**config.mk**
```make
export PLATFORM = sky130hd
export DESIGN_NAME = lane_b2_config_registers
export DESIGN_NICKNAME = d
export VERILOG_FILES = /design/src/common/lane_cfg_pkg.sv /design/src/core/lane_mode_select.sv /design/src/core/lane_level_decode.sv /design/src/core/lane_b2_config_registers.sv
export SDC_FILE = /design/constraint.sdc
export NUM_CORES = 1
export LEC_CHECK = 0
export ABC_AREA = 1
export ABC_CLOCK_PERIOD_IN_PS = 2100
export BUFFER_PORTS_ARGS = -buffer_cell sky130_fd_sc_hd__buf_2
export CAP_MARGIN = 20
export CORE_MARGIN = 3
export CORE_UTILIZATION = 40
export DETAILED_ROUTE_END_ITERATION = 10
export SYNTH_ARGS = -nofsm -noshare
export SYNTH_HDL_FRONTEND = slang
export SYNTH_SLANG_ARGS = --single-unit
```
**constraint.sdc**
```tcl
create_clock -name clock -period 2.1 [get_ports clock]
set_input_delay 0.21 -clock clock [delete_from_list [all_inputs] [get_ports clock]]
set_output_delay 0.21 -clock clock [all_outputs]
set_load 0.1 [all_outputs]
```
**src/common/lane_cfg_pkg.sv**
```systemverilog
// Purpose: Shared constants, types and carriers for the lane two B-path configuration bank
// Assumes: Management bus pins sampled on the core clock
// Notes: One byte-wide register per offset; offsets are management-bus register addresses
package lane_cfg_pkg;

  // Register offsets on the management bus
  localparam logic [7:0] IDLE_RATE_OFS = 8'h1C;
  localparam logic [7:0] BOOST_OFS = 8'h1D;
  localparam logic [7:0] SWING_OFS = 8'h1E;
  localparam logic [7:0] EMPH_OFS = 8'h1F;
  localparam logic [7:0] THRESH_OFS = 8'h20;
  localparam int NUM_REGS = 5;
  localparam logic [7:0] BANK_BASE = IDLE_RATE_OFS;

  // Reset values
  localparam logic [7:0] IDLE_RATE_RST = 8'h00;
  localparam logic [7:0] BOOST_RST = 8'h20;
  localparam logic [7:0] SWING_RST = 8'h03;
  localparam logic [7:0] EMPH_RST = 8'h03;
  localparam logic [7:0] THRESH_RST = 8'h00;

  // Field positions
  localparam int IDLE_AUTO_BIT = 5;
  localparam int IDLE_MAN_BIT = 4;
  localparam int RATE_AUTO_BIT = 1;
  localparam int RATE_MAN_BIT = 0;
  localparam int EQ_EN_BIT = 5;
  localparam int GAIN_HI = 4;
  localparam int GAIN_LO = 3;
  localparam int BOOST_HI = 2;
  localparam int BOOST_LO = 0;
  localparam int SWING_HI = 6;
  localparam int EMPH_TYPE_BIT = 7;
  localparam int EMPH_LVL_HI = 6;
  localparam int DEASSERT_HI = 3;
  localparam int DEASSERT_LO = 2;
  localparam int ASSERT_HI = 1;
  localparam int ASSERT_LO = 0;

  // Equalizer levels: three stages of eight boosts, and the nine strap codes
  localparam int EQ_BOOSTS = 8;
  localparam int EQ_STAGES = 3;
  localparam int EQ_STRAP_CODES = 9;
  localparam logic [EQ_STRAP_CODES-1:0][5:0] EQ_STRAP_TABLE = {
    6'h3D, 6'h3B, 6'h37, 6'h35, 6'h39, 6'h32, 6'h30, 6'h2A, 6'h20};

  // Output swing codes and levels in mV
  localparam logic [6:0] SWING_600 = 7'h03;
  localparam logic [6:0] SWING_800 = 7'h07;
  localparam logic [6:0] SWING_1000 = 7'h0F;
  localparam logic [6:0] SWING_1200 = 7'h1F;
  localparam logic [6:0] SWING_1400 = 7'h3F;
  localparam logic [10:0] MV_600 = 11'h258;
  localparam logic [10:0] MV_800 = 11'h320;
  localparam logic [10:0] MV_1000 = 11'h3E8;
  localparam logic [10:0] MV_1200 = 11'h4B0;
  localparam logic [10:0] MV_1400 = 11'h578;

  // De-emphasis codes and depths in tenths of a dB
  localparam logic [7:0] EMPH_0DB = 8'h01;
  localparam logic [7:0] EMPH_3P5DB = 8'h03;
  localparam logic [7:0] EMPH_6DB = 8'h05;
  localparam logic [7:0] EMPH_6DB_ENH = 8'h88;
  localparam logic [7:0] EMPH_9DB = 8'h90;
  localparam logic [7:0] EMPH_12DB = 8'hA0;
  localparam logic [7:0] EMPH_RESERVED = 8'hC0;
  localparam logic [6:0] TENTHS_0 = 7'h00;
  localparam logic [6:0] TENTHS_35 = 7'h23;
  localparam logic [6:0] TENTHS_60 = 7'h3C;
  localparam logic [6:0] TENTHS_90 = 7'h5A;
  localparam logic [6:0] TENTHS_120 = 7'h78;

  // Idle thresholds in mV, indexed by the two-bit code
  localparam logic [3:0][7:0] DEASSERT_MV = {8'hBE, 8'hAA, 8'h96, 8'h6E};
  localparam logic [3:0][7:0] ASSERT_MV = {8'h96, 8'h82, 8'h6E, 8'h46};

  // Management bus slave states
  typedef enum logic [8:0] {
    ST_IDLE = 9'h001, ST_ADDR = 9'h002, ST_ACK_ADDR = 9'h004, ST_REG = 9'h008, ST_ACK_REG = 9'h010,
    ST_WDATA = 9'h020, ST_ACK_WR = 9'h040, ST_RDATA = 9'h080, ST_ACK_RD = 9'h100
  } smb_state_e;

  typedef struct packed {
    smb_state_e st;
    logic sclQ;
    logic sdaQ;
    logic [3:0] bitCnt;
    logic [7:0] shift;
    logic [7:0] ptr;
    logic rw;
    logic nak;
    logic sdaOe;
    logic [NUM_REGS-1:0][7:0] bank;
  } cfg_state_s;

  typedef struct packed {
    logic outputMute;
    logic sigDetectEnable;
    logic rate5g;
    logic autoRate;
  } lane_mode_s;

  typedef struct packed {
    logic eqEnable;
    logic [1:0] gainStage;
    logic [2:0] boostLevel;
    logic eqActive;
    logic [4:0] eqLevel;
    logic eqStrapCode;
    logic [10:0] swingMv;
    logic swingValid;
    logic emphEnhanced;
    logic [6:0] emphLevel;
    logic [6:0] emphTenthDb;
    logic emphValid;
    logic emphReserved;
    logic [7:0] deassertMv;
    logic [7:0] assertMv;
  } lane_level_s;

endpackage : lane_cfg_pkg

```
**src/core/lane_mode_select.sv**
```systemverilog
// Purpose: Chooses idle muting and data rate from manual bits or automatic detectors
// Assumes: Detector inputs come from the analog lane and are synchronous
// Notes: Purely combinational from the stored register byte and the two detector inputs
`timescale 1ns/1ns
module lane_mode_select import lane_cfg_pkg::*; (
  input wire logic [7:0] idleRateReg,
  input wire logic signalDetect,
  input wire logic autoRateIs5g,
  output lane_mode_s mode
);

  // Idle and rate source selection
  always_comb begin
    mode.autoRate = idleRateReg[RATE_AUTO_BIT];
    if (idleRateReg[IDLE_AUTO_BIT]) begin
      mode.outputMute = ~signalDetect;
      mode.sigDetectEnable = 1'b1;
    end else begin
      mode.outputMute = ~idleRateReg[IDLE_MAN_BIT];
      mode.sigDetectEnable = 1'b0;
    end
    if (idleRateReg[RATE_AUTO_BIT]) begin
      mode.rate5g = autoRateIs5g;
    end else begin
      mode.rate5g = idleRateReg[RATE_MAN_BIT];
    end
  end

endmodule : lane_mode_select

```
**src/core/lane_level_decode.sv**
```systemverilog
// Purpose: Decodes equalizer, swing, de-emphasis and threshold bytes into lane levels
// Assumes: Bytes come straight from the configuration bank
// Notes: Undefined codes clear the matching valid flag
`timescale 1ns/1ns
module lane_level_decode import lane_cfg_pkg::*; (
  input wire logic [7:0] boostReg,
  input wire logic [7:0] swingReg,
  input wire logic [7:0] emphReg,
  input wire logic [7:0] threshReg,
  output lane_level_s level
);

  // Field split and table lookups
  always_comb begin
    level.eqEnable = boostReg[EQ_EN_BIT];
    level.gainStage = boostReg[GAIN_HI:GAIN_LO];
    level.boostLevel = boostReg[BOOST_HI:BOOST_LO];
    level.eqActive = (level.gainStage != 2'h0);
    level.eqLevel = level.eqActive ? 5'({level.gainStage - 2'h1, level.boostLevel}) : 5'h00;
    level.eqStrapCode = 1'b0;
    for (int i = 0; i < EQ_STRAP_CODES; i++) begin
      if (boostReg[5:0] == EQ_STRAP_TABLE[i]) level.eqStrapCode = 1'b1;
    end
    level.swingValid = 1'b1;
    case (swingReg[SWING_HI:0])
      SWING_600: level.swingMv = MV_600;
      SWING_800: level.swingMv = MV_800;
      SWING_1000: level.swingMv = MV_1000;
      SWING_1200: level.swingMv = MV_1200;
      SWING_1400: level.swingMv = MV_1400;
      default: begin
        level.swingMv = 11'h000;
        level.swingValid = 1'b0;
      end
    endcase
    level.emphEnhanced = emphReg[EMPH_TYPE_BIT];
    level.emphLevel = emphReg[EMPH_LVL_HI:0];
    level.emphReserved = (emphReg == EMPH_RESERVED);
    level.emphValid = 1'b1;
    case (emphReg)
      EMPH_0DB: level.emphTenthDb = TENTHS_0;
      EMPH_3P5DB: level.emphTenthDb = TENTHS_35;
      EMPH_6DB, EMPH_6DB_ENH: level.emphTenthDb = TENTHS_60;
      EMPH_9DB: level.emphTenthDb = TENTHS_90;
      EMPH_12DB: level.emphTenthDb = TENTHS_120;
      default: begin
        level.emphTenthDb = TENTHS_0;
        level.emphValid = 1'b0;
      end
    endcase
    level.deassertMv = DEASSERT_MV[threshReg[DEASSERT_HI:DEASSERT_LO]];
    level.assertMv = ASSERT_MV[threshReg[ASSERT_HI:ASSERT_LO]];
  end

endmodule : lane_level_decode

```
**src/core/lane_b2_config_registers.sv**
```systemverilog
// Purpose: Lane two B-path configuration bank behind the serial management bus
// Assumes: Management clock and data pins are synchronous to clock
// Notes: Byte writes take effect at the acknowledge of each data byte
//
// Contract
// - Idle-auto clear: mute follows manual bit
// - Idle-auto set: mute follows idle detection
// - Manual bit zero mutes, one keeps output on
// - Rate-auto clear: manual bit picks rate
// - Rate-auto set: detector picks rate
// - Equalizer byte splits enable, stage, boost
// - Twenty-four levels: three stages, eight boosts
// - Equalizer byte resets to bypass code
// - Nine strap choices map to fixed codes
// - Swing codes decode to five voltage levels
// - Top emphasis bit selects emphasis type
// - Six emphasis codes decode to five depths
// - Threshold byte holds de-assert and assert fields
// - Threshold codes map to voltage pairs
`timescale 1ns/1ns
module lane_b2_config_registers import lane_cfg_pkg::*; #(
  parameter logic [6:0] DEV_ADDR = 7'h58 // Arbitrary default bus address
) (
  input wire logic clock,
  input wire logic rst_n,
  input wire logic smbClkIn,
  input wire logic smbDataIn,
  output logic smbDataOut,
  output logic smbDataOe,
  input wire logic signalDetect,
  input wire logic autoRateIs5g,
  output lane_mode_s laneMode,
  output lane_level_s laneLevel,
  output logic [7:0] idleRateByte,
  output logic [7:0] boostByte,
  output logic [7:0] swingByte,
  output logic [7:0] emphByte,
  output logic [7:0] threshByte
);

  cfg_state_s state_r;
  cfg_state_s state_nxt;
  logic rstMeta_r;
  logic rstSync_r;
  logic sclRise;
  logic sclFall;
  logic startSeen;
  logic stopSeen;
  logic [7:0] readByte;

  // Offset maps into the bank
  function automatic logic regMapped(input logic [7:0] ofs);
    logic [7:0] idx;
    idx = 8'(ofs - BANK_BASE);
    regMapped = (ofs >= BANK_BASE) && (idx < 8'(NUM_REGS));
  endfunction : regMapped

  // Bank index of a mapped offset
  function automatic logic [2:0] regIndex(input logic [7:0] ofs);
    logic [7:0] idx;
    idx = 8'(ofs - BANK_BASE);
    regIndex = idx[2:0];
  endfunction : regIndex

  // Read value, zero for unmapped offsets
  function automatic logic [7:0] regRead(input logic [NUM_REGS-1:0][7:0] bank, input logic [7:0] ofs);
    regRead = 8'h00;
    if (regMapped(ofs)) regRead = bank[regIndex(ofs)];
  endfunction : regRead

  // Reset release through two flops
  always_ff @(posedge clock or negedge rst_n) begin
    if (!rst_n) begin
      rstMeta_r <= 1'b0;
      rstSync_r <= 1'b0;
    end else begin
      rstMeta_r <= 1'b1;
      rstSync_r <= rstMeta_r;
    end
  end

  // Bus edge and condition detection
  assign sclRise = smbClkIn && !state_r.sclQ;
  assign sclFall = !smbClkIn && state_r.sclQ;
  assign startSeen = smbClkIn && state_r.sclQ && state_r.sdaQ && !smbDataIn;
  assign stopSeen = smbClkIn && state_r.sclQ && !state_r.sdaQ && smbDataIn;
  assign readByte = regRead(state_r.bank, state_r.ptr);

  // Slave sequencing and register writes
  always_comb begin
    state_nxt = state_r;
    state_nxt.sclQ = smbClkIn;
    state_nxt.sdaQ = smbDataIn;
    if (startSeen) begin
      state_nxt.st = ST_ADDR;
      state_nxt.bitCnt = 4'h0;
      state_nxt.sdaOe = 1'b0;
    end else if (stopSeen) begin
      state_nxt.st = ST_IDLE;
      state_nxt.sdaOe = 1'b0;
    end else begin
      case (state_r.st)
        ST_IDLE: begin
          state_nxt.sdaOe = 1'b0;
        end
        ST_ADDR: begin
          if (sclRise) begin
            state_nxt.shift = {state_r.shift[6:0], smbDataIn};
            state_nxt.bitCnt = 4'(state_r.bitCnt + 4'h1);
          end else if (sclFall && state_r.bitCnt == 4'h8) begin
            state_nxt.bitCnt = 4'h0;
            if (state_r.shift[7:1] == DEV_ADDR) begin
              state_nxt.rw = state_r.shift[0];
              state_nxt.sdaOe = 1'b1; // Acknowledge own address
              state_nxt.st = ST_ACK_ADDR;
            end else begin
              state_nxt.st = ST_IDLE;
            end
          end
        end
        ST_ACK_ADDR: begin
          if (sclFall) begin
            if (state_r.rw) begin
              state_nxt.shift = readByte;
              state_nxt.sdaOe = ~readByte[7];
              state_nxt.st = ST_RDATA;
            end else begin
              state_nxt.sdaOe = 1'b0;
              state_nxt.st = ST_REG;
            end
          end
        end
        ST_REG: begin
          if (sclRise) begin
            state_nxt.shift = {state_r.shift[6:0], smbDataIn};
            state_nxt.bitCnt = 4'(state_r.bitCnt + 4'h1);
          end else if (sclFall && state_r.bitCnt == 4'h8) begin
            state_nxt.bitCnt = 4'h0;
            state_nxt.ptr = state_r.shift;
            state_nxt.sdaOe = 1'b1;
            state_nxt.st = ST_ACK_REG;
          end
        end
        ST_ACK_REG, ST_ACK_WR: begin
          if (sclFall) begin
            state_nxt.sdaOe = 1'b0;
            state_nxt.st = ST_WDATA;
          end
        end
        ST_WDATA: begin
          if (sclRise) begin
            state_nxt.shift = {state_r.shift[6:0], smbDataIn};
            state_nxt.bitCnt = 4'(state_r.bitCnt + 4'h1);
          end else if (sclFall && state_r.bitCnt == 4'h8) begin
            state_nxt.bitCnt = 4'h0;
            if (regMapped(state_r.ptr)) begin
              state_nxt.bank[regIndex(state_r.ptr)] = state_r.shift;
            end
            state_nxt.ptr = 8'(state_r.ptr + 8'h01);
            state_nxt.sdaOe = 1'b1;
            state_nxt.st = ST_ACK_WR;
          end
        end
        ST_RDATA: begin
          if (sclRise) begin
            state_nxt.bitCnt = 4'(state_r.bitCnt + 4'h1);
          end else if (sclFall) begin
            if (state_r.bitCnt == 4'h8) begin
              state_nxt.bitCnt = 4'h0;
              state_nxt.sdaOe = 1'b0; // Release for master acknowledge
              state_nxt.st = ST_ACK_RD;
            end else begin
              state_nxt.sdaOe = ~state_r.shift[3'(4'h7 - state_r.bitCnt)];
            end
          end
        end
        ST_ACK_RD: begin
          if (sclRise) begin
            state_nxt.nak = smbDataIn;
            state_nxt.ptr = 8'(state_r.ptr + 8'h01);
          end else if (sclFall) begin
            if (state_r.nak) begin
              state_nxt.st = ST_IDLE;
            end else begin
              state_nxt.shift = readByte;
              state_nxt.sdaOe = ~readByte[7];
              state_nxt.st = ST_RDATA;
            end
          end
        end
        default: begin
          state_nxt.st = ST_IDLE;
          state_nxt.sdaOe = 1'b0;
        end
      endcase
    end
  end

  // State register with documented reset bytes
  always_ff @(posedge clock or negedge rstSync_r) begin
    if (!rstSync_r) begin
      state_r.st <= ST_IDLE;
      state_r.sclQ <= 1'b1;
      state_r.sdaQ <= 1'b1;
      state_r.bitCnt <= 4'h0;
      state_r.shift <= 8'h00;
      state_r.ptr <= 8'h00;
      state_r.rw <= 1'b0;
      state_r.nak <= 1'b0;
      state_r.sdaOe <= 1'b0;
      state_r.bank <= {THRESH_RST, EMPH_RST, SWING_RST, BOOST_RST, IDLE_RATE_RST};
    end else begin
      state_r <= state_nxt;
    end
  end

  // Open-drain data pin: drives low only
  assign smbDataOut = 1'b0;
  assign smbDataOe = state_r.sdaOe;

  // Stored bytes to the lane
  assign idleRateByte = state_r.bank[0];
  assign boostByte = state_r.bank[1];
  assign swingByte = state_r.bank[2];
  assign emphByte = state_r.bank[3];
  assign threshByte = state_r.bank[4];

  // Idle and rate source selection
  lane_mode_select lane_mode_select_i (
    .idleRateReg(state_r.bank[0]),
    .signalDetect(signalDetect),
    .autoRateIs5g(autoRateIs5g),
    .mode(laneMode)
  );

  // Level decoding for the analog settings
  lane_level_decode lane_level_decode_i (
    .boostReg(state_r.bank[1]),
    .swingReg(state_r.bank[2]),
    .emphReg(state_r.bank[3]),
    .threshReg(state_r.bank[4]),
    .level(laneLevel)
  );

endmodule : lane_b2_config_registers

```
==> results of run 1 <==
[per-layer routing]
layer  vias up  track usage
li1       2692            -
met1      2504        0.271
met2       195        0.330
met3        25       0.0436
met4         0       0.0657
met5         -            0
[where the power goes]
| group | switching, mW | internal, mW | leakage [nW] | total, mW |
|---|---|---|---|---|
| clock network | 0.707 | 0.834 | 0.142 | 1.54 |
| registers | 0.145 | 1.57 | 0.973 | 1.72 |
| logic | 0.724 | 0.281 | 2.50 | 1.00 |
[through the flow]
| stage | power [mW] | util |
|---|---|---|
| final | 4.26 | 0.512 |
| after global routing | 4.48 | 0.512 |
| after CTS | 4.29 | 0.497 |
| after detailed placement | 2.74 | 0.471 |
| after global placement | 2.73 | 0.471 |
| after floorplan | 2.35 | - |
[repair_timing]
item / CTS / global route
endpoints found under the hold margin: 3 / 0
hold buffers: 2 / 0
endpoints found under the setup margin: 13 / 60
gates cloned: 0 / 3
setup buffers: 3 / 10
gates resized for setup: 9 / 26
pin swaps: 4 / 7
[worst paths after layout]
check                      cells after the start  slack [ps]       endpoint        start
setup / recovery                               6         100  laneLevel[42]    flip-flop
hold / removal                                 1          40    state_r[63]    smbDataIn
setup reg to reg                              12         120      flip-flop  state_r[46]
hold reg to reg                                0         300    state_r[61]    rstSync_r
max in group asynchronous                      1        1130      async pin    rstSync_r
min in group asynchronous                      2         180      rstSync_r        rst_n
[cell type report]
cell class | instances | area, um^2
Clock buffer | 9 | 225
Clock inverter | 7 | 67.6
Fill cell | 1355 | 6800
Inverter | 92 | 348
Multi-Input combinational cell | 557 | 3150
Sequential cell | 76 | 1920
Tap cell | 180 | 225
Timing Repair Buffer | 153 | 1200
[logic make-up (layout without fill, tap and decap cells)]
group,Yosys count,after routing
AOI/OAI and AO/OA,121,121
xor gates and xnor gates,4,4
adders and majority gates,10,10
buffers and inverters,175,261
DFF,76,76
muxes,2,2
other,2,9
and+or+nand+nor,408,411
[cell usage after synthesis, types with 5 or more instances]
cell and count:
nand2_1 202, nor2_1 90, inv_1 82, buf_4 72, dfrtp_1 68, nand3_1 41
o21ai_1 39, o21ai_0 38, nand4_1 24, a21oi_1 17, o21ai_2 14, ha_1 10
inv_2 10, dfstp_2 8, nor2_4 7, nor3_1 7, buf_6 6, nand2_2 6
nand3_2 5, nand3_4 5, nor2_2 5
==> metrics.cfg, run 1 <==
[run_status]
status=complete, no violations

[hold_path]
hp-class=in -> reg

[global_route]
overflow=0
grt_max_degree=39
antenna_found_initial=0
grt_pass1_wl_um=26000
first_global_vias=5023
grt_usage=0.203

[clocking]
htreeDepth=3
cts_tree=yes
clkLatencyLatePin_ps=350
cts_buffers=9
cts-root-buf=clkbuf_16
cts_max_path_buffers=2
clk_pin_slew_ps=60
cts_sinks=76

[timing]
report.final.slew_viol_count=0
relSlewSlack=0.651
worstMarginPinSlew_ps=523
setup_viol=0
fin_crit_sh=0.952
finalHoldViolations=0
setup_slack_ps=101
skew_ps=10.1
holdWs_ps=44.9
rsz0062_at_grt=yes
fmax_mhz=500
tns_ps=0
period_minus_slack_ps=2000

[cells_and_area]
final_nets=905
layout_common_cells=195 x nand2_1, 83 x buf_2, 80 x nor2_1
drive_gt1_frac=0.321
layout.cells.non_filler=1074
n_antenna_cell=0
area_growth_pct=24.8
final_common_cell=nand2_1
final_cell_area_mm2=0.00714

[setup_path]
crit_path_end_kind=output pin
crit_buf_inv=2
crit_chain=nand2_4, nor3_4, buf_4, nand3_1, nand2_1, buf_12
crit_slowest_cell=dfstp_2
crit_family=flip-flops
start_kind=flip-flop
cp.required_ps=1890
worstSetupPathType=reg -> out
cpPeakStageDelay_ps=570
critPathMaxFanout=3
arrival_ps=1790

[placed_design]
portBuffers=101
dp_hpwl_um=12100
dpl-instance-area_mm2=0.00656
place.gp.congestion=0.923
dp.cells=1040
pre_cts_ws_ps=60.6

[route]
ant_nets=0
firstDrtPassIters=5
vias_per_cell=5.04
wl_met1_um=7030
avgRoutedWirePerCell_um=14.8
drt-total-wl_um=15900
dr_wl_met2_um=7600
wl_met3_um=963
drc=0
num_vias=5416
topRoutingLayerUsed=met4
drtIter0Drc=430

[synth]
synthAdderAreaFrac=0.0219
synth_area_leaders=dfrtp_1 30%, nand2_1 13%, buf_4 9.4%
async_reset_ff_frac=1.00
ys_types=42
ys_seq_elements=76
yosysTopAreaCell=dfrtp_1
yosys_most_used_dff=dfrtp_1
syn_area_mm2=0.00572
yosysWarnings=0
synth_compound_area_frac=0.121
yosys.area.top_type_share=0.297
muxShareOfSynthArea=0.00372
ys_seq_area_frac=0.334
synth_edf_count=0
synth-xor-area-share=0.00612
synthSimpleGateAreaFrac=0.341
synth_top_family_by_area=simple AND/OR/NAND/NOR gates
synthCells=798
avgSynthCellArea_um2=7.17

[power_and_ir_drop]
p_leak_nw=3.62
p_per_area_mw_per_mm2=597
vdd_drop_max_v=0.000442

[floorplan]
initial_utilization=0.411
rows=43
core_area_mm2=0.0139
io_pins=110
die_x_um=126
die_h_um=126
die_area_mm2=0.0158

[job]
max_cap_viol_count=0

Power figures use the tool's default switching activity.
==> run 2: changes to the inputs <==
MAX_ROUTING_LAYER = met4   (was not set)
REMOVE_ABC_BUFFERS = 1   (was not set)
==> run 2 against run 1 <==
Net effect:
- utilization down 1.8 points
- via count down 3.3%
- cell count down 0.93%
- sequential power about the same
- non-clock buffer count down 9
- critical path depth up 1
- setup slack worse by 71 ps
- sequential share of layout area up 0.92 points
- register-to-register slack about the same
- clock power down 4%
- critical endpoint is now laneLevel[44]
==> metrics.cfg, run 2 (same netlist as run 1, synthesis figures left out) <==
[run_status]
status=complete, no violations

[placed_design]
dp_hpwl_um=12000  ; -1.5%
dpl-instance-area_mm2=0.00637  ; -2.9%
pre_cts_ws_ps=41.4  ; -19.2 ps
portBuffers=101  ; unchanged
place.gp.congestion=0.912  ; -1.1%

[global_route]
grt_max_degree=34  ; -13%
met2_usage=0.342  ; +0.0120
first_global_vias=4858  ; -3.3%
grt_usage=0.202  ; -0.000777
grt.met3_usage=0.0419  ; -0.00171
overflow=0  ; unchanged
grt_pass1_wl_um=25000  ; -3.6%
grt_busiest_layer=met2
met1_usage=0.246  ; -0.0245
antenna_found_initial=0  ; unchanged

[timing]
period_minus_slack_ps=2070  ; +71.1 ps
fmax_mhz=483  ; -3.4%
finalHoldViolations=0  ; unchanged
rsz0062_at_grt=yes
holdWs_ps=33.1  ; -11.9 ps
fin_crit_sh=0.986  ; +0.0339
relSlewSlack=0.661  ; +0.0100
setup_slack_ps=30.3  ; -71.1 ps
report.final.slew_viol_count=0  ; unchanged
skew_ps=6.77  ; -3.31 ps
worstMarginPinSlew_ps=512  ; -11.5 ps
setup_viol=0  ; unchanged

[setup_path]
crit_slowest_cell=dfstp_2
cpPeakStageDelay_ps=570  ; about the same
worstSetupPathType=reg -> out
crit_top_cell=nor3_4
critPathMaxFanout=3  ; unchanged
arrival_ps=1860  ; +70 ps
start_kind=flip-flop
crit_path_end_kind=output pin
crit_chain=nand2_4, nor3_4, inv_2, nor3_4, buf_4, buf_6, buf_12
cp.required_ps=1890  ; about the same

[power_and_ir_drop]
p_switching_mw=1.43  ; -9.1%
p_seq_frac=0.411  ; +0.008
p_per_area_mw_per_mm2=603  ; +1.0%
combPwrFrac=0.234  ; -0.002
internal_power_mw=2.72  ; +1.4%
p_clk_frac=0.355  ; -0.006
p_leak_nw=3.54  ; -2.3%
p_sw_frac=0.344  ; -0.0251
vdd_drop_max_v=0.000390  ; -12%

[cells_and_area]
layout_common_cells=195 x nand2_1, 86 x nor2_1, 83 x buf_2
final_common_cell=nand2_1
num-fill-cells=1403  ; +3.5%
area_growth_pct=20.4
drive_gt1_frac=0.294  ; -0.0269
n_antenna_cell=0  ; unchanged
final_nets=895  ; -1.1%
final_cell_area_mm2=0.00689  ; -3.5%

[route]
drt-total-wl_um=15800  ; -1.1%
avgRoutedWirePerCell_um=14.8  ; -0.22%
num_vias=5236  ; -3.3%
vias_per_cell=4.92  ; -2.4%
drtIter0Drc=388  ; -9.8%
firstDrtPassIters=5  ; unchanged
ant_nets=0  ; unchanged
drc=0  ; unchanged

[floorplan]
die_x_um=126  ; unchanged
io_pins=110  ; unchanged
core_area_mm2=0.0139  ; unchanged
rows=43  ; unchanged
die_area_mm2=0.0158  ; unchanged
die_h_um=126  ; unchanged
initial_utilization=0.411  ; unchanged

[clocking]
cts_tree=yes
htreeDepth=3  ; unchanged
clk_pin_slew_ps=60  ; about the same
cts_buffers=9  ; unchanged
clkLatencyLatePin_ps=350  ; about the same
cts-root-buf=clkbuf_16
cts_max_path_buffers=2  ; unchanged
cts_sinks=76  ; unchanged

[hold_path]
hp-class=in -> reg

[job]
max_cap_viol_count=0  ; unchanged

[run 2: per-layer routing]
layer  routed length [um]  up-vias  share of wire
met5                    0        -              0
li1                     -     2666              -
met2                 7900      141           0.50
met1                 6890     2412           0.44
met3                  753       17          0.048
met4                  221        0          0.014
[run 2: timing repair]
item | in CTS | in global routing
gates cloned | 0 | 2
resized for setup | 7 | 31
buffers inserted | 2 | 5
endpoints found under the hold margin | 3 | 0
setup endpoints to repair | 13 | 60
pin swaps | 0 | 7
hold buffers | 2 | 0
[run 2: area by class of cell]
| class | instances | area, um^2 | share of cell area |
|---|---|---|---|
| multi-input cells | 556 | 2990 | 0.435 |
| flip-flops and latches | 76 | 1920 | 0.278 |
| repair buffers | 144 | 1120 | 0.163 |
| inverters | 92 | 349 | 0.0507 |
| clock buffers | 13 | 260 | 0.0378 |
| well taps | 180 | 225 | 0.0327 |
| clock inverters | 3 | 21.3 | 0.00309 |
[run 2: path summary, 6_finish.rpt]
kind	startpoint	endpoint	slack, ps	cells after the start
hold / removal	smbDataIn	state_r[63]	30	1
min in group asynchronous	rst_n	rstSync_r	170	2
hold reg to reg	rstSync_r	state_r[62]	230	0
setup reg to reg	state_r[46]	flip-flop	120	11
max in group asynchronous	rstSync_r	state_r[65]	1240	1
setup / recovery	flip-flop	laneLevel[44]	30	7
[run 2: critical path: cells and delay by family (launching register included)]
family / cells / cell delay [ps]
flops: 1 / 570
simple gates: 3 / 470
buf+inv: 4 / 470
[run 2: power by group through the flow]
| stage | Sequential [mW] | Clock [mW] | Combinational (mW) |
|---|---|---|---|
| 6_report | 1.71 | 1.48 | 0.972 |
| 3_3_place_gp | 1.73 | 0 | 0.970 |
| 3_5_place_dp | 1.73 | 0 | 0.972 |
| 4_1_cts | 1.71 | 1.52 | 0.979 |
| 2_1_floorplan | 1.74 | 0 | 0.581 |
| 5_1_grt | 1.72 | 1.57 | 1.09 |
[run 2: through the flow]
step | total power, mW | TNS [ps] | utilization | instances
final | 4.16 | 0 | 0.494 | 1064
after global routing | 4.39 | -158 | 0.494 | 1064
after CTS | 4.21 | 0 | 0.482 | 1057
after detailed placement | 2.70 | 0 | 0.457 | 1037
after global placement | 2.70 | 0 | 0.457 | 1037
after floorplan | 2.32 | -65300 | - | 722
